<file path="config.mk">
export PLATFORM = sky130hd
export DESIGN_NAME = spa_status_pdo_assembler
export DESIGN_NICKNAME = d
export VERILOG_FILES = /design/src/pkg/spa_pkg.sv /design/src/pkg/spa_cmd_if.sv /design/src/rtl/spa_motion_end.sv /design/src/rtl/spa_cmd_handshake.sv /design/src/rtl/spa_status_pdo_assembler.sv
export SDC_FILE = /design/constraint.sdc
export NUM_CORES = 1
export LEC_CHECK = 0
export ABC_AREA = 0
export BUFFER_PORTS_ARGS = -buffer_cell sky130_fd_sc_hd__buf_2
export CORE_ASPECT_RATIO = 0.6
export CORE_MARGIN = 3
export CORE_UTILIZATION = 50
export CTS_BUF_LIST = sky130_fd_sc_hd__clkbuf_8
export DETAILED_ROUTE_END_ITERATION = 10
export PLACE_DENSITY = 0.79
export SYNTH_ARGS = -nofsm -noshare
export SYNTH_HDL_FRONTEND = slang
export SYNTH_HIERARCHICAL = 1
export SYNTH_SLANG_ARGS = --single-unit
</file>
<file path="constraint.sdc">
create_clock -name core_clk -period 7.5 [get_ports core_clk]
set_input_delay 0.375 -clock core_clk [delete_from_list [all_inputs] [get_ports core_clk]]
set_output_delay 0.375 -clock core_clk [all_outputs]
set_load 0.05 [all_outputs]
</file>
<file path="src/pkg/spa_pkg.sv">
// Purpose: Shared constants and types for the status message assembler
// Assumes: Eight-byte outgoing message, byte 0 in the low bits
// Notes:   Bit positions are within their own byte
package spa_pkg;
  localparam int REMOTE_OUT_CNT = 6;
  localparam int CMD_W          = 14;
  localparam int DATA_W         = 32;
  localparam int PDO_W          = 64;
  localparam int END_SEL_W      = 8;
  localparam int SYNC_PINS      = 2;
  localparam int PIN_END        = 0;
  localparam int PIN_LIMIT      = 1;
  // Byte 0
  localparam int WARNING_BIT    = 6;
  localparam int ALARM_BIT      = 7;
  // Byte 1
  localparam int START_ECHO_BIT = 0;
  localparam int MOTION_END_BIT = 1;
  localparam int MOVING_BIT     = 2;
  localparam int AT_HOME_BIT    = 3;
  localparam int LIMIT_BIT      = 4;
  localparam int READY_BIT      = 5;
  localparam int FIXED_ONE_BIT  = 6;
  localparam int FIXED_ZERO_BIT = 7;
  // Byte 3
  localparam int TRIGGER_REQUEST_ECHO_BIT  = 6;
  localparam int ERROR_BIT      = 7;
  localparam logic [CMD_W-1:0]  CMD_RESET  = 14'h0000;
  localparam logic [DATA_W-1:0] DATA_RESET = 32'h0000_0000;
  localparam logic [PDO_W-1:0]  PDO_RESET  = 64'h0000_0000_0000_4000;
  // Command codes that start motion or a sequence
  localparam logic [CMD_W-1:0]  CMD_RUN_SEQUENCE = 14'h1c05;
  localparam logic [CMD_W-1:0]  CMD_MOVE_FIRST   = 14'h1c10;
  localparam logic [CMD_W-1:0]  CMD_MOVE_LAST    = 14'h1c17;
  localparam logic [CMD_W-1:0]  CMD_RESUME       = 14'h1c19;

  typedef enum logic [1:0] {
    HS_IDLE = 2'b01,
    HS_WAIT = 2'b10
  } spa_hs_state_e;

  function automatic logic spa_is_motion_start(input logic [CMD_W-1:0] code);
    return (code == CMD_RUN_SEQUENCE) || (code == CMD_RESUME) ||
           ((code >= CMD_MOVE_FIRST) && (code <= CMD_MOVE_LAST));
  endfunction
endpackage

</file>
<file path="src/pkg/spa_cmd_if.sv">
// Purpose: Trigger handshake signals between assembler and handshake unit
// Assumes: All signals on core_clk
// Notes:   Top drives requests, handshake unit drives echoes
`timescale 1ns/1ns
interface spa_cmd_if;
  logic                       trigger;
  logic [spa_pkg::CMD_W-1:0]  cmdIn;
  logic [spa_pkg::DATA_W-1:0] dataIn;
  logic                       ready;
  logic                       startClr;
  logic                       startFault;
  logic                       procDone;
  logic                       procFault;
  logic [spa_pkg::DATA_W-1:0] procResult;
  logic                       issueValid;
  logic [spa_pkg::CMD_W-1:0]  issueCode;
  logic [spa_pkg::DATA_W-1:0] issueData;
  logic                       pending;
  logic                       trigEcho;
  logic [spa_pkg::CMD_W-1:0]  cmdEcho;
  logic [spa_pkg::DATA_W-1:0] resultData;
  logic                       errFlag;

  modport hs (
    input  trigger, cmdIn, dataIn, ready, startClr, startFault,
    input  procDone, procFault, procResult,
    output issueValid, issueCode, issueData, pending, trigEcho, cmdEcho,
    output resultData, errFlag
  );
  modport top (
    output trigger, cmdIn, dataIn, ready, startClr, startFault,
    output procDone, procFault, procResult,
    input  issueValid, issueCode, issueData, pending, trigEcho, cmdEcho,
    input  resultData, errFlag
  );
endinterface

</file>
<file path="src/rtl/spa_motion_end.sv">
// Purpose: Selects the source of the motion end flag
// Assumes: Driver end input already synchronised
// Notes:   Purely combinational, registered by the caller
`timescale 1ns/1ns
module spa_motion_end (
  input  wire logic [spa_pkg::END_SEL_W-1:0] endAreaSelect,
  input  wire logic                          driverFinishSelect,
  input  wire logic                          pulseBusy,
  input  wire logic                          inEndArea,
  input  wire logic                          driverEnd,
  output logic                               motionEnd
);
  always_comb
  begin
    if (driverFinishSelect)
      motionEnd = driverEnd;
    else if (endAreaSelect == '0)
      motionEnd = ~pulseBusy;
    else
      motionEnd = ~pulseBusy & inEndArea;
  end
endmodule

</file>
<file path="src/rtl/spa_cmd_handshake.sv">
// Purpose: Trigger edge capture, command issue and trigger echo
// Assumes: Master keeps code and data stable while trigger is high
// Notes:   Rising trigger edges are ignored while a command is pending
`timescale 1ns/1ns
module spa_cmd_handshake (
  input wire logic core_clk,
  input wire logic rst,
  spa_cmd_if.hs    bus
);
  spa_pkg::spa_hs_state_e state_reg;
  spa_pkg::spa_hs_state_e state_next;
  logic                   trigPrev_reg;
  logic                   trigRise;
  logic                   isMotion;
  logic                   accept;
  logic                   refuse;
  logic                   waitDone;
  logic                   errSet;
  logic                   errClr;

  always_comb
  begin
    trigRise = bus.trigger & ~trigPrev_reg;
    isMotion = spa_pkg::spa_is_motion_start(bus.cmdIn);
    accept   = trigRise && (state_reg == spa_pkg::HS_IDLE) && (bus.ready || !isMotion);
    refuse   = trigRise && (state_reg == spa_pkg::HS_IDLE) && !bus.ready && isMotion;
    waitDone = (state_reg == spa_pkg::HS_WAIT) && bus.procDone;
    errSet   = bus.startFault | refuse | (waitDone & bus.procFault);
    errClr   = bus.startClr | accept;
    state_next = state_reg;
    unique case (state_reg)
      spa_pkg::HS_IDLE: if (accept) state_next = spa_pkg::HS_WAIT;
      spa_pkg::HS_WAIT: if (bus.procDone) state_next = spa_pkg::HS_IDLE;
      default:          state_next = spa_pkg::HS_IDLE;
    endcase
  end

  assign bus.pending = (state_reg == spa_pkg::HS_WAIT);

  always_ff @(posedge core_clk or posedge rst)
  begin
    if (rst)
    begin
      state_reg    <= spa_pkg::HS_IDLE;
      trigPrev_reg <= 1'b0;
    end
    else
    begin
      state_reg    <= state_next;
      trigPrev_reg <= bus.trigger;
    end
  end

  always_ff @(posedge core_clk or posedge rst)
  begin
    if (rst)
    begin
      bus.issueValid <= 1'b0;
      bus.issueCode  <= spa_pkg::CMD_RESET;
      bus.issueData  <= spa_pkg::DATA_RESET;
    end
    else
    begin
      bus.issueValid <= accept;
      if (accept)
      begin
        bus.issueCode <= bus.cmdIn;
        bus.issueData <= bus.dataIn;
      end
    end
  end

  // Refused codes are echoed too, so the master sees what was rejected
  always_ff @(posedge core_clk or posedge rst)
  begin
    if (rst)
      bus.cmdEcho <= spa_pkg::CMD_RESET;
    else if (accept | refuse)
      bus.cmdEcho <= bus.cmdIn;
  end

  // Completion wins over a dropped trigger in the same cycle
  always_ff @(posedge core_clk or posedge rst)
  begin
    if (rst)
      bus.trigEcho <= 1'b0;
    else if (waitDone | refuse)
      bus.trigEcho <= 1'b1;
    else if (!bus.trigger)
      bus.trigEcho <= 1'b0;
  end

  always_ff @(posedge core_clk or posedge rst)
  begin
    if (rst)
      bus.resultData <= spa_pkg::DATA_RESET;
    else if (waitDone)
      bus.resultData <= bus.procResult;
  end

  always_ff @(posedge core_clk or posedge rst)
  begin
    if (rst)
      bus.errFlag <= 1'b0;
    else if (errSet)
      bus.errFlag <= 1'b1;
    else if (errClr)
      bus.errFlag <= 1'b0;
  end
endmodule

</file>
<file path="src/rtl/spa_status_pdo_assembler.sv">
// Purpose: Builds the eight-byte status message sent to the fieldbus master
// Assumes: Status and receive inputs on core_clk; driver end and limit are pins
// Notes:   Message is rebuilt every cycle; bytes 4..7 carry the result word
`timescale 1ns/1ns

// Functional notes
// - Byte 0: remote outputs, warning, alarm
// - Byte 1: fixed 0 and 1, motion flags
// - Start echo mirrors master start level
// - No end area: end after pulses
// - End area: end after pulses and in area
// - Driver select: end follows driver end
// - Moving while pulsing or sensorless home seek
// - At-home flag mirrors home position
// - Limiting flag follows drive limit state
// - Ready when not running, moving, alarmed
// - Start commands accepted only while ready
// - Echo last received command code
// - Byte 3: error flag, trigger echo, command code bits 13..8
// - Error flag on unexecutable sequence program
// - Result field carries read or monitor value
module spa_status_pdo_assembler (
  input  wire logic                               core_clk,
  input  wire logic                               rst,
  input  wire logic [spa_pkg::REMOTE_OUT_CNT-1:0] remoteOuts,
  input  wire logic                               warningIn,
  input  wire logic                               alarmIn,
  input  wire logic                               seqRunning,
  input  wire logic                               pulseBusy,
  input  wire logic                               homeSeekBusy,
  input  wire logic                               atHome,
  input  wire logic                               inEndArea,
  input  wire logic [spa_pkg::END_SEL_W-1:0]      endAreaSelect,
  input  wire logic                               driverFinishSelect,
  input  wire logic                               driverEndPin,
  input  wire logic                               driverLimitPin,
  input  wire logic                               rxStart,
  input  wire logic                               rxTrigger,
  input  wire logic [spa_pkg::CMD_W-1:0]          rxCommand,
  input  wire logic [spa_pkg::DATA_W-1:0]         rxData,
  input  wire logic                               procDone,
  input  wire logic                               procFault,
  input  wire logic [spa_pkg::DATA_W-1:0]         procResult,
  input  wire logic                               seqExecFail,
  output logic      [spa_pkg::PDO_W-1:0]          txPdo,
  output logic                                    readyFlag,
  output logic                                    seqStartReq,
  output logic                                    cmdIssueValid,
  output logic      [spa_pkg::CMD_W-1:0]          cmdIssueCode,
  output logic      [spa_pkg::DATA_W-1:0]         cmdIssueData
);
  logic [spa_pkg::SYNC_PINS-1:0] pinSync1_reg;
  logic [spa_pkg::SYNC_PINS-1:0] pinSync2_reg;
  logic [spa_pkg::SYNC_PINS-1:0] pinRaw;
  logic                          startPrev_reg;
  logic                          startRise;
  logic                          movingNow;
  logic                          readyNow;
  logic                          motionEnd;
  logic [7:0]                    stat0;
  logic [7:0]                    stat1;
  logic [7:0]                    flags3;
  logic [spa_pkg::PDO_W-1:0]     pdo_next;
  logic [spa_pkg::PDO_W-1:0]     pdo_reg;
  logic                          ready_reg;
  logic                          seqStart_reg;

  spa_cmd_if cmdBus ();

  assign pinRaw[spa_pkg::PIN_END]   = driverEndPin;
  assign pinRaw[spa_pkg::PIN_LIMIT] = driverLimitPin;

  // Driver pins are asynchronous to core_clk
  generate
    for (genvar i = 0; i < spa_pkg::SYNC_PINS; i++)
    begin : g_pinSync
      always_ff @(posedge core_clk or posedge rst)
      begin
        if (rst)
        begin
          pinSync1_reg[i] <= 1'b0;
          pinSync2_reg[i] <= 1'b0;
        end
        else
        begin
          pinSync1_reg[i] <= pinRaw[i];
          pinSync2_reg[i] <= pinSync1_reg[i];
        end
      end
    end
  endgenerate

  always_comb
  begin
    movingNow = pulseBusy | homeSeekBusy;
    readyNow  = ~seqRunning & ~movingNow & ~alarmIn;
    startRise = rxStart & ~startPrev_reg;
  end

  spa_motion_end u_motionEnd (
    .endAreaSelect      (endAreaSelect),
    .driverFinishSelect (driverFinishSelect),
    .pulseBusy          (pulseBusy),
    .inEndArea          (inEndArea),
    .driverEnd          (pinSync2_reg[spa_pkg::PIN_END]),
    .motionEnd          (motionEnd)
  );

  assign cmdBus.trigger    = rxTrigger;
  assign cmdBus.cmdIn      = rxCommand;
  assign cmdBus.dataIn     = rxData;
  assign cmdBus.ready      = readyNow;
  assign cmdBus.startClr   = startRise & readyNow;
  // A refused start counts as a program that cannot run
  assign cmdBus.startFault = (startRise & ~readyNow) | seqExecFail;
  assign cmdBus.procDone   = procDone;
  assign cmdBus.procFault  = procFault;
  assign cmdBus.procResult = procResult;

  spa_cmd_handshake u_handshake (
    .core_clk (core_clk),
    .rst      (rst),
    .bus      (cmdBus)
  );

  always_comb
  begin
    stat0 = '0;
    stat0[spa_pkg::REMOTE_OUT_CNT-1:0]      = remoteOuts;
    stat0[spa_pkg::WARNING_BIT]             = warningIn;
    stat0[spa_pkg::ALARM_BIT]               = alarmIn;
    stat1 = '0;
    stat1[spa_pkg::FIXED_ZERO_BIT]          = 1'b0;
    stat1[spa_pkg::FIXED_ONE_BIT]           = 1'b1;
    stat1[spa_pkg::READY_BIT]               = readyNow;
    stat1[spa_pkg::LIMIT_BIT]               = pinSync2_reg[spa_pkg::PIN_LIMIT];
    stat1[spa_pkg::AT_HOME_BIT]             = atHome;
    stat1[spa_pkg::MOVING_BIT]              = movingNow;
    stat1[spa_pkg::MOTION_END_BIT]          = motionEnd;
    stat1[spa_pkg::START_ECHO_BIT]          = rxStart;
    flags3 = '0;
    flags3[spa_pkg::CMD_W-9:0]              = cmdBus.cmdEcho[spa_pkg::CMD_W-1:8];
    flags3[spa_pkg::TRIGGER_REQUEST_ECHO_BIT]          = cmdBus.trigEcho;
    flags3[spa_pkg::ERROR_BIT]              = cmdBus.errFlag;
    pdo_next = {cmdBus.resultData, flags3, cmdBus.cmdEcho[7:0], stat1, stat0};
  end

  always_ff @(posedge core_clk or posedge rst)
  begin
    if (rst)
      pdo_reg <= spa_pkg::PDO_RESET;
    else
      pdo_reg <= pdo_next;
  end

  // Sequence start only on a rising edge seen while ready
  always_ff @(posedge core_clk or posedge rst)
  begin
    if (rst)
    begin
      startPrev_reg <= 1'b0;
      seqStart_reg  <= 1'b0;
      ready_reg     <= 1'b0;
    end
    else
    begin
      startPrev_reg <= rxStart;
      seqStart_reg  <= startRise & readyNow;
      ready_reg     <= readyNow;
    end
  end

  assign txPdo         = pdo_reg;
  assign readyFlag     = ready_reg;
  assign seqStartReq   = seqStart_reg;
  assign cmdIssueValid = cmdBus.issueValid;
  assign cmdIssueCode  = cmdBus.issueCode;
  assign cmdIssueData  = cmdBus.issueData;

  // Guarded on sampled reset: the edge that releases reset still loads the reset image
  property p_byte0;
    @(posedge core_clk) disable iff (rst)
      !rst |=> txPdo[7:0] == $past({alarmIn, warningIn, remoteOuts});
  endproperty
  a_byte0: assert property (p_byte0) else $error("byte 0 mismatch");

  property p_fixed_bits;
    @(posedge core_clk) disable iff (rst)
      txPdo[15:14] == 2'b01;
  endproperty
  a_fixed_bits: assert property (p_fixed_bits) else $error("fixed bits wrong");

  property p_start_echo;
    @(posedge core_clk) disable iff (rst)
      !rst |=> txPdo[8] == $past(rxStart);
  endproperty
  a_start_echo: assert property (p_start_echo) else $error("start echo wrong");

  property p_end_pulse;
    @(posedge core_clk) disable iff (rst)
      (!rst && !driverFinishSelect && endAreaSelect == '0) |=> txPdo[9] == !$past(pulseBusy);
  endproperty
  a_end_pulse: assert property (p_end_pulse) else $error("end flag wrong");

  property p_end_area;
    @(posedge core_clk) disable iff (rst)
      (!driverFinishSelect && endAreaSelect != '0 && !inEndArea) |=> !txPdo[9];
  endproperty
  a_end_area: assert property (p_end_area) else $error("end outside area");

  property p_end_driver;
    @(posedge core_clk) disable iff (rst)
      (driverFinishSelect && $past(driverEndPin, 2) == $past(driverEndPin, 3))
        |=> txPdo[9] == $past(driverEndPin, 3);
  endproperty
  a_end_driver: assert property (p_end_driver) else $error("driver end lost");

  property p_moving;
    @(posedge core_clk) disable iff (rst)
      (pulseBusy || homeSeekBusy) |=> txPdo[10] && !txPdo[13];
  endproperty
  a_moving: assert property (p_moving) else $error("moving flag wrong");

  property p_home;
    @(posedge core_clk) disable iff (rst)
      $rose(atHome) |=> txPdo[11];
  endproperty
  a_home: assert property (p_home) else $error("home flag wrong");

  property p_limit;
    @(posedge core_clk) disable iff (rst)
      $rose(driverLimitPin) ##1 driverLimitPin ##1 driverLimitPin ##1 driverLimitPin
        |-> txPdo[12];
  endproperty
  a_limit: assert property (p_limit) else $error("limit flag late");

  property p_ready;
    @(posedge core_clk) disable iff (rst)
      !rst |=> txPdo[13] == !($past(seqRunning) || $past(pulseBusy) ||
                              $past(homeSeekBusy) || $past(alarmIn));
  endproperty
  a_ready: assert property (p_ready) else $error("ready flag wrong");

  property p_start_gate;
    @(posedge core_clk) disable iff (rst)
      (cmdIssueValid && spa_pkg::spa_is_motion_start(cmdIssueCode)) || seqStartReq
        |-> $past(readyNow);
  endproperty
  a_start_gate: assert property (p_start_gate) else $error("start while busy");

  property p_cmd_echo;
    @(posedge core_clk) disable iff (rst)
      cmdIssueValid |=> {txPdo[29:24], txPdo[23:16]} == $past(cmdIssueCode);
  endproperty
  a_cmd_echo: assert property (p_cmd_echo) else $error("command echo wrong");

  property p_trigger_request_set;
    @(posedge core_clk) disable iff (rst)
      (cmdBus.pending && procDone) |=> ##1 txPdo[30];
  endproperty
  a_trigger_request_set: assert property (p_trigger_request_set) else $error("trigger echo not set");

  property p_error;
    @(posedge core_clk) disable iff (rst)
      (cmdBus.pending && procDone && procFault) |=> ##1 txPdo[31];
  endproperty
  a_error: assert property (p_error) else $error("error flag not set");

  property p_result;
    @(posedge core_clk) disable iff (rst)
      (cmdBus.pending && procDone) |=> ##1 txPdo[63:32] == $past(procResult, 2);
  endproperty
  a_result: assert property (p_result) else $error("result word wrong");

  property p_trigger_request_clear;
    @(posedge core_clk) disable iff (rst)
      (!rxTrigger && !procDone) ##1 (!rxTrigger && !procDone) |=> !txPdo[30];
  endproperty
  a_trigger_request_clear: assert property (p_trigger_request_clear) else $error("trigger echo stuck");

  property p_cov_start;
    @(posedge core_clk) disable iff (rst) seqStartReq;
  endproperty
  c_cov_start: cover property (p_cov_start);

  property p_cov_roundtrip;
    @(posedge core_clk) disable iff (rst) cmdIssueValid ##[1:20] txPdo[30];
  endproperty
  c_cov_roundtrip: cover property (p_cov_roundtrip);

  property p_cov_refused;
    @(posedge core_clk) disable iff (rst) $rose(rxTrigger) && !readyNow ##2 txPdo[31];
  endproperty
  c_cov_refused: cover property (p_cov_refused);

  property p_cov_driver_end;
    @(posedge core_clk) disable iff (rst) driverFinishSelect && $rose(txPdo[9]);
  endproperty
  c_cov_driver_end: cover property (p_cov_driver_end);
endmodule

</file>
# [Word-level counts from Yosys, hierarchy flattened]
# Cells that the tools add are included.
[totals] output_inout_bits=113 in_bits=109 wordCells=71 reg_bits=167
[classes] order_cmp=2 muxes=9 n_bitwise=22 reduce_logical=14 n_eq_ne=7
[op_table] op="== test 14 x 13 -> 1 bit, second input constant" count=2
[op_table] op="greater-or-equal comparator 14 x 13 -> 1 bit, second input constant" count=1
[op_table] op="less-or-equal comparator 14 x 13 -> 1 bit, second input constant" count=1
[op_table] op="AND 1 bit" count=8
[op_table] op="zero test 8 bit" count=1
[op_table] op="NOT 1 bit" count=7
[op_table] op="OR 1 bit" count=7
[op_table] op="logical AND 1 bit" count=6
[op_table] op="two-way mux 1 bit" count=6
[op_table] op="two-way mux 2 bit" count=2
[op_table] op="!= test 2 x 1 -> 1 bit, second input constant" count=2
[op_table] op="one-hot mux 2 bit (2 select lines)" count=1
[op_table] op="logical OR 1 bit" count=3
[op_table] op="== test 2 x 1 -> 1 bit, second input constant" count=1
[op_table] op="== test 2 bit, second input constant" count=1
[op_table] op="zero test 1 bit" count=2
[op_table] op="!= test 2 bit, second input constant" count=1
[op_table] op="AND reduction 2 bit" count=1
[op_table] op="nonzero test 2 bit" count=1

# [Depth between registers and ports, before layout]
# Gate-level depths: netlist (run 1).
[logic_depth] ltp_word=10 mapped_depth=6 depth_no_buf=5

# [By module]
# The synthesis (run 1) kept the hierarchy.
[modules_own_cells] module="spa_cmd_handshake" cells_per_inst=457 n_inst=1 area_per_inst_um2=4971.0 seq_area_each_um2=2453.6
[modules_own_cells] module="spa_status_pdo_assembler" cells_per_inst=79 n_inst=1 area_per_inst_um2=1774.2 seq_area_each_um2=1676.6
[modules_own_cells] module="spa_motion_end" cells_per_inst=5 n_inst=1 area_per_inst_um2=40.0 seq_area_each_um2=0.0

# [Worst setup path after synthesis (run 1)]
# Ideal clock, no wire load.
[synth_timing] kind="input-to-reg" from="input port rxCommand[13] (netlist name)" to="register u_handshake.bus.issueData[0]" setup_slack_ns=5.918 n_path_buf=2 setup_time_ns=0.136 required_time_ns=7.364 arrival_time_ns=1.446 cell_stages=6 path_cell_list="nand4bb_1 > or3b_1 > buf_6 > buf_6 > o211ai_2 > nand4_1"
[synth_between] elab_chain_cells=6 word_cells_on_any_way=10 cone_classes="order compare (2); eq/ne (2); reduce/logical (6)"
[synth_rtl] element="from (decl)" line="spa_status_pdo_assembler.sv:39" text="input wire logic [spa_pkg::CMD_W-1:0] rxCommand,"
[synth_rtl] element="greater-or-equal comparator 14 x 13 -> 1 bit, or another cell as far along" line="spa_pkg.sv:44" text="((code >= CMD_MOVE_FIRST) && (code <= CMD_MOVE_LAST));"
[synth_rtl] element="logical AND 1 bit or logical OR 1 bit (tied branches)" line="spa_pkg.sv:44, spa_pkg.sv:43"
[synth_rtl] element="logical OR 1 bit (*)" line="spa_pkg.sv:43" text="return (code == CMD_RUN_SEQUENCE) || (code == CMD_RESUME) ||"
[synth_rtl] element="zero test 1 bit (*)" line="spa_cmd_handshake.sv:25" text="accept = trigRise && (state_reg == spa_pkg::HS_IDLE) && (bus.ready || !isMotion);"
[synth_rtl] element="logical OR 1 bit (*)" line="spa_cmd_handshake.sv:25"
[synth_rtl] element="logical AND 1 bit (*)" line="spa_cmd_handshake.sv:25"
[synth_rtl] element="to (signal assigned)" line="spa_cmd_handshake.sv:60" text="bus.issueData <= spa_pkg::DATA_RESET;"
[synth_rtl] element="to (signal assigned)" line="spa_cmd_handshake.sv:68" text="bus.issueData <= bus.dataIn;"
[synth_rtl] element="to (decl)" line="spa_cmd_if.sv:27" text="output issueValid, issueCode, issueData, pending, trigEcho, cmdEcho,"
# Every way passes the cells marked *; elsewhere a longest branch is shown, timed or not.
# A chain may end at the register's enable or synchronous reset.

# [Worst setup path in the final report (run 1)]
[layout_timing] from="register u_handshake.state_reg[0]" to="register u_handshake.bus.errFlag"
[layout_between] elab_chain_cells=7 word_cells_on_any_way=13 cone_classes="eq/ne (2); mux (1); bitwise (4); reduce/logical (6)"
[layout_rtl] element="from (decl)" line="spa_cmd_handshake.sv:10" text="spa_pkg::spa_hs_state_e state_reg;"
[layout_rtl] element="from (signal assigned)" line="spa_cmd_handshake.sv:44" text="state_reg <= spa_pkg::HS_IDLE;"
[layout_rtl] element="from (signal assigned)" line="spa_cmd_handshake.sv:49" text="state_reg <= state_next;"
[layout_rtl] element="== test 2 x 1 -> 1 bit" line="spa_cmd_handshake.sv:25, spa_cmd_handshake.sv:26"
[layout_rtl] element="logical AND 1 bit" line="spa_cmd_handshake.sv:25, spa_cmd_handshake.sv:26"
[layout_rtl] element="logical AND 1 bit (2 in a row)" line="spa_cmd_handshake.sv:26" text="refuse = trigRise && (state_reg == spa_pkg::HS_IDLE) && !bus.ready && isMotion;"
[layout_rtl] element="OR 1 bit (2 in a row)" line="spa_cmd_handshake.sv:28" text="errSet = bus.startFault | refuse | (waitDone & bus.procFault);"
[layout_rtl] element="two-way mux 1 bit or nonzero test 2 bit (tied branches)"
[layout_rtl] element="to (signal assigned)" line="spa_cmd_handshake.sv:104" text="bus.errFlag <= 1'b0;"
[layout_rtl] element="to (signal assigned)" line="spa_cmd_handshake.sv:106" text="bus.errFlag <= 1'b1;"
[layout_rtl] element="to (signal assigned)" line="spa_cmd_handshake.sv:108" text="bus.errFlag <= 1'b0;"
[layout_rtl] element="to (decl)" line="spa_cmd_if.sv:28" text="output resultData, errFlag"
# Parallel ways exist; a longest one is shown, timed or not.

==> metrics.md, run 1 <==
| Metric | Value |
|---|---|
| Clock sinks | 165 |
| Global-route wire length before repair | 28510 um |
| Sum Neg Setup Slack | 0 ns |
| TritonCTS Buffers | 17 |
| Layout cells sized above 1 | 0.4591 |
| GPL Wtd Cong | 0.8392 |
| # rows | 32 |
| Starting Density | 0.5198 |
| Global route total overflow | 0 |
| Max reg flops | 62 |
| Core Box Area | 13050 um^2 |
| RSZ-0062 raised after global routing | false |
| Cts repair resizes | 0 |
| Area grow syn2layout | 22.33% |
| Iteration-0 DRC Markers | 447 |
| Vias in the first global route | 5378 |
| Clock slew at the register clock pins of the worst setup and hold paths | 0.09 ns |
| Dpl hpwl | 12130 um |
| DRT Pass-1 Iters | 5 |
| Max-cap violations | 0 |
| Post-Synthesis Cells | 541 |
| Crit-path max FO | 103 |
| Ys flop type | dfrtp_1 |
| Synth warnings | 6 |
| WS Path Type | register to register |
| Via count | 5439 |
| CP delay by family, top | buffers and inverters |
| Register area share after synthesis | 0.6087 |
| HP Start | driverEndPin |
| ANT nets after route | 0 |
| Syn Area/Cell | 12.54 um^2 |
| Cells on worst reg2reg path | 5 |
| CP max stage cell | buf_4 |
| Inserted Diodes | 0 |
| Reg2reg end | u_handshake/bus.errFlag |
| Hold/Removal Path Class | input port to register |
| Mux cell area share after synthesis | 0.05311 |
| Die ar. | 15050 um^2 |
| H-tree depth | 4 |
| Synth Area in XOR/XNOR | 0 |
| Mapped Nets | 650 |
| Status | finished clean |
| Setup Viol. Count Final | 0 |
| Compound-Gate Fraction of Synth Area | 0.1569 |
| VDD IR max | 0.0001543 V |
| Final hold violation count | 0 |
| Pwr dens | 318.6 nW/um^2 |
| Element type at the critical path start | register |
| Crit path depth | 5 |
| Post-synthesis cell type count | 41 |
| Nets | 841 |
| Total GRT Usage | 0.2380 |
| CP cell instances | and4bb_4 > buf_4 > nor3b_1 > a311oi_1 > o21ai_0 |
| Slowest cell delay on critical path | 0.83 ns |
| Main combinational cell family by area after synthesis | compound AO/OA/AOI/OAI gates |
| Clock Path Buffers | 2 |
| Largest net degree at the start of global routing | 104 |
| Max Clock Freq | 432.2 MHz |
| CTS tree | built |
| Critical path arrival | 2.58 ns |
| Total wire length | 17990 um |
| Post-Synthesis Cell Area | 6785 um^2 |
| Hold EP | pinSync1_reg[0] |
| PnR worst setup slack | 5.186 ns |
| FILL cells | 1041 |
| Slew @ Worst Pin | 1.171 ns |
| Tmin final | 2.314 ns |
| Die Y | 96.24 um |
| RR Startpoint | u_handshake/state_reg[0] |
| #FFs+latches synth | 165 |
| Pre-CTS setup slack | 5.122 ns |
| Slew HR | 0.2196 |
| Root buffer cell | clkbuf_8 |
| Req. time, crit path | 7.77 ns |
| Number of synthesized flops with an enable pin | 0 |
| Critical path buffers and inverters | 1 |
| Clock Skew | 0.01925 ns |
| Synth Area in Adders | 0 |
| Final Cycle Share | 0.3085 |
| Crit. End Element | register |
| Avg Vias per Cell | 5.944 |
| Pleak | 4.055 nW |
| WL/cell | 19.66 um |
| Input/output buffers | 219 |
| WHS Path Cells | 1 |
| DRC | 0 |
| R2r setup slk | 5.19 ns |
| Initial antenna violation count | 0 |
| Latest clock arrival within the worst-skew pair | 0.43 ns |
| Top Ports | 222 |
| Post-Synth Simple-Gate Area | 0.1355 |
| Async SR Flop Fraction | 1.000 |
| Final slew viol count | 0 |
| Die Span X | 156.4 um |
==> power by group <==
group / switching [mW] / internal (mW) / total, mW
logic: 0.663 / 0.204 / 0.867
registers: 0.0987 / 1.08 / 1.18
clock network: 0.347 / 0.249 / 0.596
==> worst max path at each step <==
stage | start | end | slack, ns
after global placement | homeSeekBusy | u_handshake/bus.issueCode[7] | 5.17
after detailed placement | homeSeekBusy | u_handshake/bus.issueCode[9] | 5.12
after floorplan | rst | u_handshake/bus.cmdEcho[0] | 4.56
after CTS | u_handshake/state_reg[0] | u_handshake/bus.errFlag | 5.16
final | u_handshake/state_reg[0] | u_handshake/bus.errFlag | 5.19
after global routing | u_handshake/state_reg[0] | u_handshake/bus.errFlag | 4.95
==> synth_stat cells, drive strengths merged, types with 5 or more instances <==
library cell    n  share of area
a21o            6         0.0066
a21oi           9         0.0066
a31oi           6         0.0055
a32oi           5         0.0065
and2            6         0.0055
buf            26          0.025
clkbuf         34          0.019
dfrtp         164           0.60
mux2           32          0.053
nand2          64          0.035
nand3           8         0.0059
nand4          64          0.059
nor2b           6         0.0055
nor4            5         0.0096
o2111ai        40          0.052
o211ai         42          0.070
==> stage by stage <==
stage | power, mW | std cells | instance area (um^2) | util | hold WS [ns]
CTS | 2.664 | 915 | 8300 | 0.6359 | 0.01925
detailed placement | 2.068 | 882 | 7924 | 0.6071 | 0.3364
finish | 2.645 | 915 | 8300 | 0.6359 | 0.04837
floorplan | 1.819 | 541 | 6785 | - | 0.3312
global placement | 2.039 | 882 | 7924 | 0.6071 | 0.3340
global route | 2.768 | 915 | 8300 | 0.6359 | 0.008789
==> cell usage in the layout, fill, tap and decap left out, drive strengths merged, types with 4 or more instances in the layout <==
| master | netlist | routed |
|---|---|---|
| dfrtp | 164 | 164 |
| a32oi | 5 | 5 |
| nand4 | 64 | 64 |
| clkbuf | 34 | 18 |
| o211ai | 42 | 42 |
| and2 | 6 | 6 |
| nor2b | 6 | 6 |
| a21oi | 9 | 9 |
| nor4 | 5 | 5 |
| inv | 2 | 10 |
| clkinv | 0 | 4 |
| nand2 | 64 | 64 |
| o2111ai | 40 | 40 |
| a31oi | 6 | 6 |
| a21o | 6 | 6 |
| buf | 26 | 231 |
| mux2 | 32 | 32 |
| nand3 | 8 | 8 |
==> kinds of logic (layout without fill, tap and decap cells) <==
family,Yosys count,count (layout)
AO/OA/AOI/OAI,116,116
flip-flops,165,165
multiplexers,32,32
buffers and inverters,62,266
other,2,2
AND/OR/NAND/NOR,164,164
==> area by class of cell <==
class | instances | area, um^2 | area share
sequential | 165 | 4130 | 0.4976
multi-input combinational | 314 | 2385 | 0.2873
timing repair buffer | 232 | 1196 | 0.1441
clock buffer | 18 | 247.7 | 0.02985
tap | 170 | 212.7 | 0.02563
clock inverter | 14 | 118.9 | 0.01432
inverter | 2 | 10.01 | 0.001206
==> timing repair <==
item	CTS	global route
hold buffers	1	0
setup buffers	0	0
hold endpoints to repair	4	0
==> routing by layer <==
metal  up-vias  wire (um)  GRT usage
met5         -          0          0
met3        14       1345    0.05076
li1       2432          -          -
met4         0        166    0.05098
met1      2724       7581     0.3307
met2       269       8893     0.3915
(Power assumes the default switching activity.)
==> run 2: changes to the inputs <==
--- a/config.mk
+++ b/config.mk
@@ -9,10 +9,10 @@
 export BUFFER_PORTS_ARGS = -buffer_cell sky130_fd_sc_hd__buf_2
 export CORE_ASPECT_RATIO = 0.6
 export CORE_MARGIN = 3
-export CORE_UTILIZATION = 50
+export CORE_UTILIZATION = 47
 export CTS_BUF_LIST = sky130_fd_sc_hd__clkbuf_8
 export DETAILED_ROUTE_END_ITERATION = 10
-export PLACE_DENSITY = 0.79
+export PLACE_DENSITY = 0.78
 export SYNTH_ARGS = -nofsm -noshare
 export SYNTH_HDL_FRONTEND = slang
 export SYNTH_HIERARCHICAL = 1
==> constraint.sdc (replaced) <==
create_clock -name core_clk -period 1.9 [get_ports core_clk]
set_input_delay 0.095 -clock core_clk [delete_from_list [all_inputs] [get_ports core_clk]]
set_output_delay 0.095 -clock core_clk [all_outputs]
set_load 0.05 [all_outputs]
==> run 2 against run 1 <==
  * Setup slack worse by 5.1 ns
  * Hold slack better by 0.053 ns
  * Global-route usage up 1.1 points
  * Critical endpoint is now u_handshake/bus.issueData[5]
  * Power rose to 4.2 times the previous value
  * Combinational power rose to 4.2 times the previous value
  * Register-to-register slack worse by 5.0 ns
  * Sequential share of layout area down 6.7 points
  * Non-clock buffer count up 113
  * Sequential power rose to 3.9 times the previous value
  * First-iteration DRC count up 21%
  * Design area up 15%
  * Largest power group unchanged
  * Clock-buffer cell count up 1
==> metrics.md, run 2 (synthesized netlist as in run 1, its figures left out) <==
| Metric | Value |
|---|---|
| Avg Vias per Cell | 5.723 |
| Hold EP | txPdo[13] |
| ANT nets after route | 0 |
| Leading cell type in the layout, fill and taps excluded | buf_2 |
| Sw Ratio | 0.4048 |
| Slew HR | 0.6209 |
| NetSw | 4.443 mW |
| Reg2reg end | u_handshake/bus.issueData[5] |
| Max Clock Freq | 542.3 MHz |
| R2r setup slk | 0.20 ns |
| Crit-path max FO | 24 |
| Comb power frac | 0.333 |
| Tmin final | 1.844 ns |
| Hold/Removal Path Class | input port to register |
| WHS Path Cells | 3 |
| Largest net degree at the start of global routing | 65 |
| # rows | 33 |
| Die Span X | 161.1 um |
| TritonCTS Buffers | 17 |
| Seq pwr share | 0.425 |
| Global-route wire length before repair | 32110 um |
| Element type at the critical path start | input port |
| Clock sinks | 165 |
| Req. time, crit path | 2.21 ns |
| DRT Pass-1 Iters | 5 |
| Register Area | 4130 um^2 |
| Latest clock arrival within the worst-skew pair | 0.43 ns |
| Total GRT Usage | 0.2495 |
| Starting Density | 0.4891 |
| Die Y | 99.07 um |
| Layout cells sized above 1 | 0.4149 |
| Setup Viol. Count Final | 0 |
| Dpl hpwl | 12580 um |
| Area grow syn2layout | 41.21% |
| WL/cell | 19.09 um |
| Final slew viol count | 0 |
| Internal | 6.533 mW |
| Total power | 10.98 mW |
| Clock slew at the register clock pins of the worst setup and hold paths | 0.10 ns |
| RSZ-0062 raised after global routing | false |
| Placed Cells | 917 |
| Slew @ Worst Pin | 0.5687 ns |
| Max-cap violations | 0 |
| Total wire length | 20050 um |
| Top Ports | 222 |
| Global route total overflow | 0 |
| Nets | 954 |
| Final Cycle Share | 0.9704 |
| Iteration-0 DRC Markers | 539 |
| Final hold violation count | 0 |
| Sum Neg Setup Slack | 0 ns |
| Crit. End Element | register |
| RR Startpoint | u_handshake/state_reg[0] |
| HP Start | pulseBusy |
| Initial antenna violation count | 0 |
| H-tree depth | 4 |
| Clock Path Buffers | 2 |
| DRC | 0 |
| Via count | 6009 |
| FILL cells | 991 |
| Die ar. | 15960 um^2 |
| Pleak | 4.596 nW |
| CTS tree | built |
| WS Path Type | input port to register |
| Multi-input gate area | 2385 um^2 |
| Final core occ | 0.6907 |
| Pwr dens | 1145 nW/um^2 |
| Status | finished clean |
| Cells on worst reg2reg path | 5 |
| Inserted Diodes | 0 |
| Post-CTS setup buffers | 0 |
| Hold_ws | 0.1014 ns |
| Vias in the first global route | 6042 |
| VDD IR max | 0.0006028 V |
| Core Box Area | 13870 um^2 |
| Clk pwr share | 0.242 |
| GPL Wtd Cong | 0.8135 |
| Clock Skew | 0.01985 ns |
| Root buffer cell | clkbuf_8 |
| Non-Filler Instances | 1050 |
| Critical path arrival | 2.15 ns |
| Input/output buffers | 219 |
| Commonest non-fill, non-tap cells in the layout | buf_2, dfrtp_1, dlygate4sd3_1 |
| Max reg flops | 62 |
-- run 2: through the flow --
step                      cell area (um^2)  worst slack, ns
after global placement                8150           0.2473
after floorplan                       6789           0.1218
after CTS                             9582          0.09746
final                                 9582          0.05617
after global routing                  9582          0.02178
after detailed placement              8150           0.1799
-- run 2: what timing repair did --
action	in CTS	in global routing
hold endpoints to repair	268	0
hold buffers	101	0
resized for setup	0	0
-- run 2: cell type report --
class | instances | share of cell area
inverter | 2 | 0.001175
clock buffer | 19 | 0.02729
tap | 192 | 0.02507
clock inverter | 13 | 0.01658
timing repair buffer | 345 | 0.2499
multi-input combinational | 314 | 0.2489
sequential | 165 | 0.4311
-- run 2: power groups by stage --
stage	Sequential, mW	Clock [mW]	Combinational [mW]
6_report	4.66	2.66	3.66
5_1_grt	4.76	2.89	3.81
4_1_cts	4.66	2.74	3.65
3_5_place_dp	4.73	0	3.49
3_3_place_gp	4.68	0	3.42
2_1_floorplan	6.46	0	0.722
-- run 2: worst max path at each step --
stage / depth (start not counted) / endpoint / startpoint / slack [ns]
floorplan: 1 / pdo_next[12] / rst / 0.12
global placement: 6 / u_handshake/bus.issueCode[4] / rxCommand[13] / 0.25
detailed placement: 6 / u_handshake/bus.issueData[5] / rxCommand[13] / 0.18
CTS: 7 / u_handshake/bus.issueData[5] / rxCommand[13] / 0.1
global route: 7 / u_handshake/bus.issueCode[3] / rxCommand[13] / 0.02
finish: 7 / u_handshake/bus.issueData[5] / rxCommand[13] / 0.06
-- run 2: layer usage --
layer  share of wire  global-route usage
met1            0.41              0.3296
met2            0.50              0.4192
met3           0.070             0.04536
met4           0.026             0.08857
met5               0                   0
-- run 2: critical path, stage by stage --
cell and delay, ns:
dlygate4sd3_1 0.55, buf_2 0.14, nand4bb_1 0.24, or3b_2 0.49, buf_4 0.27, o211ai_2 0.22
nand4_1 0.12
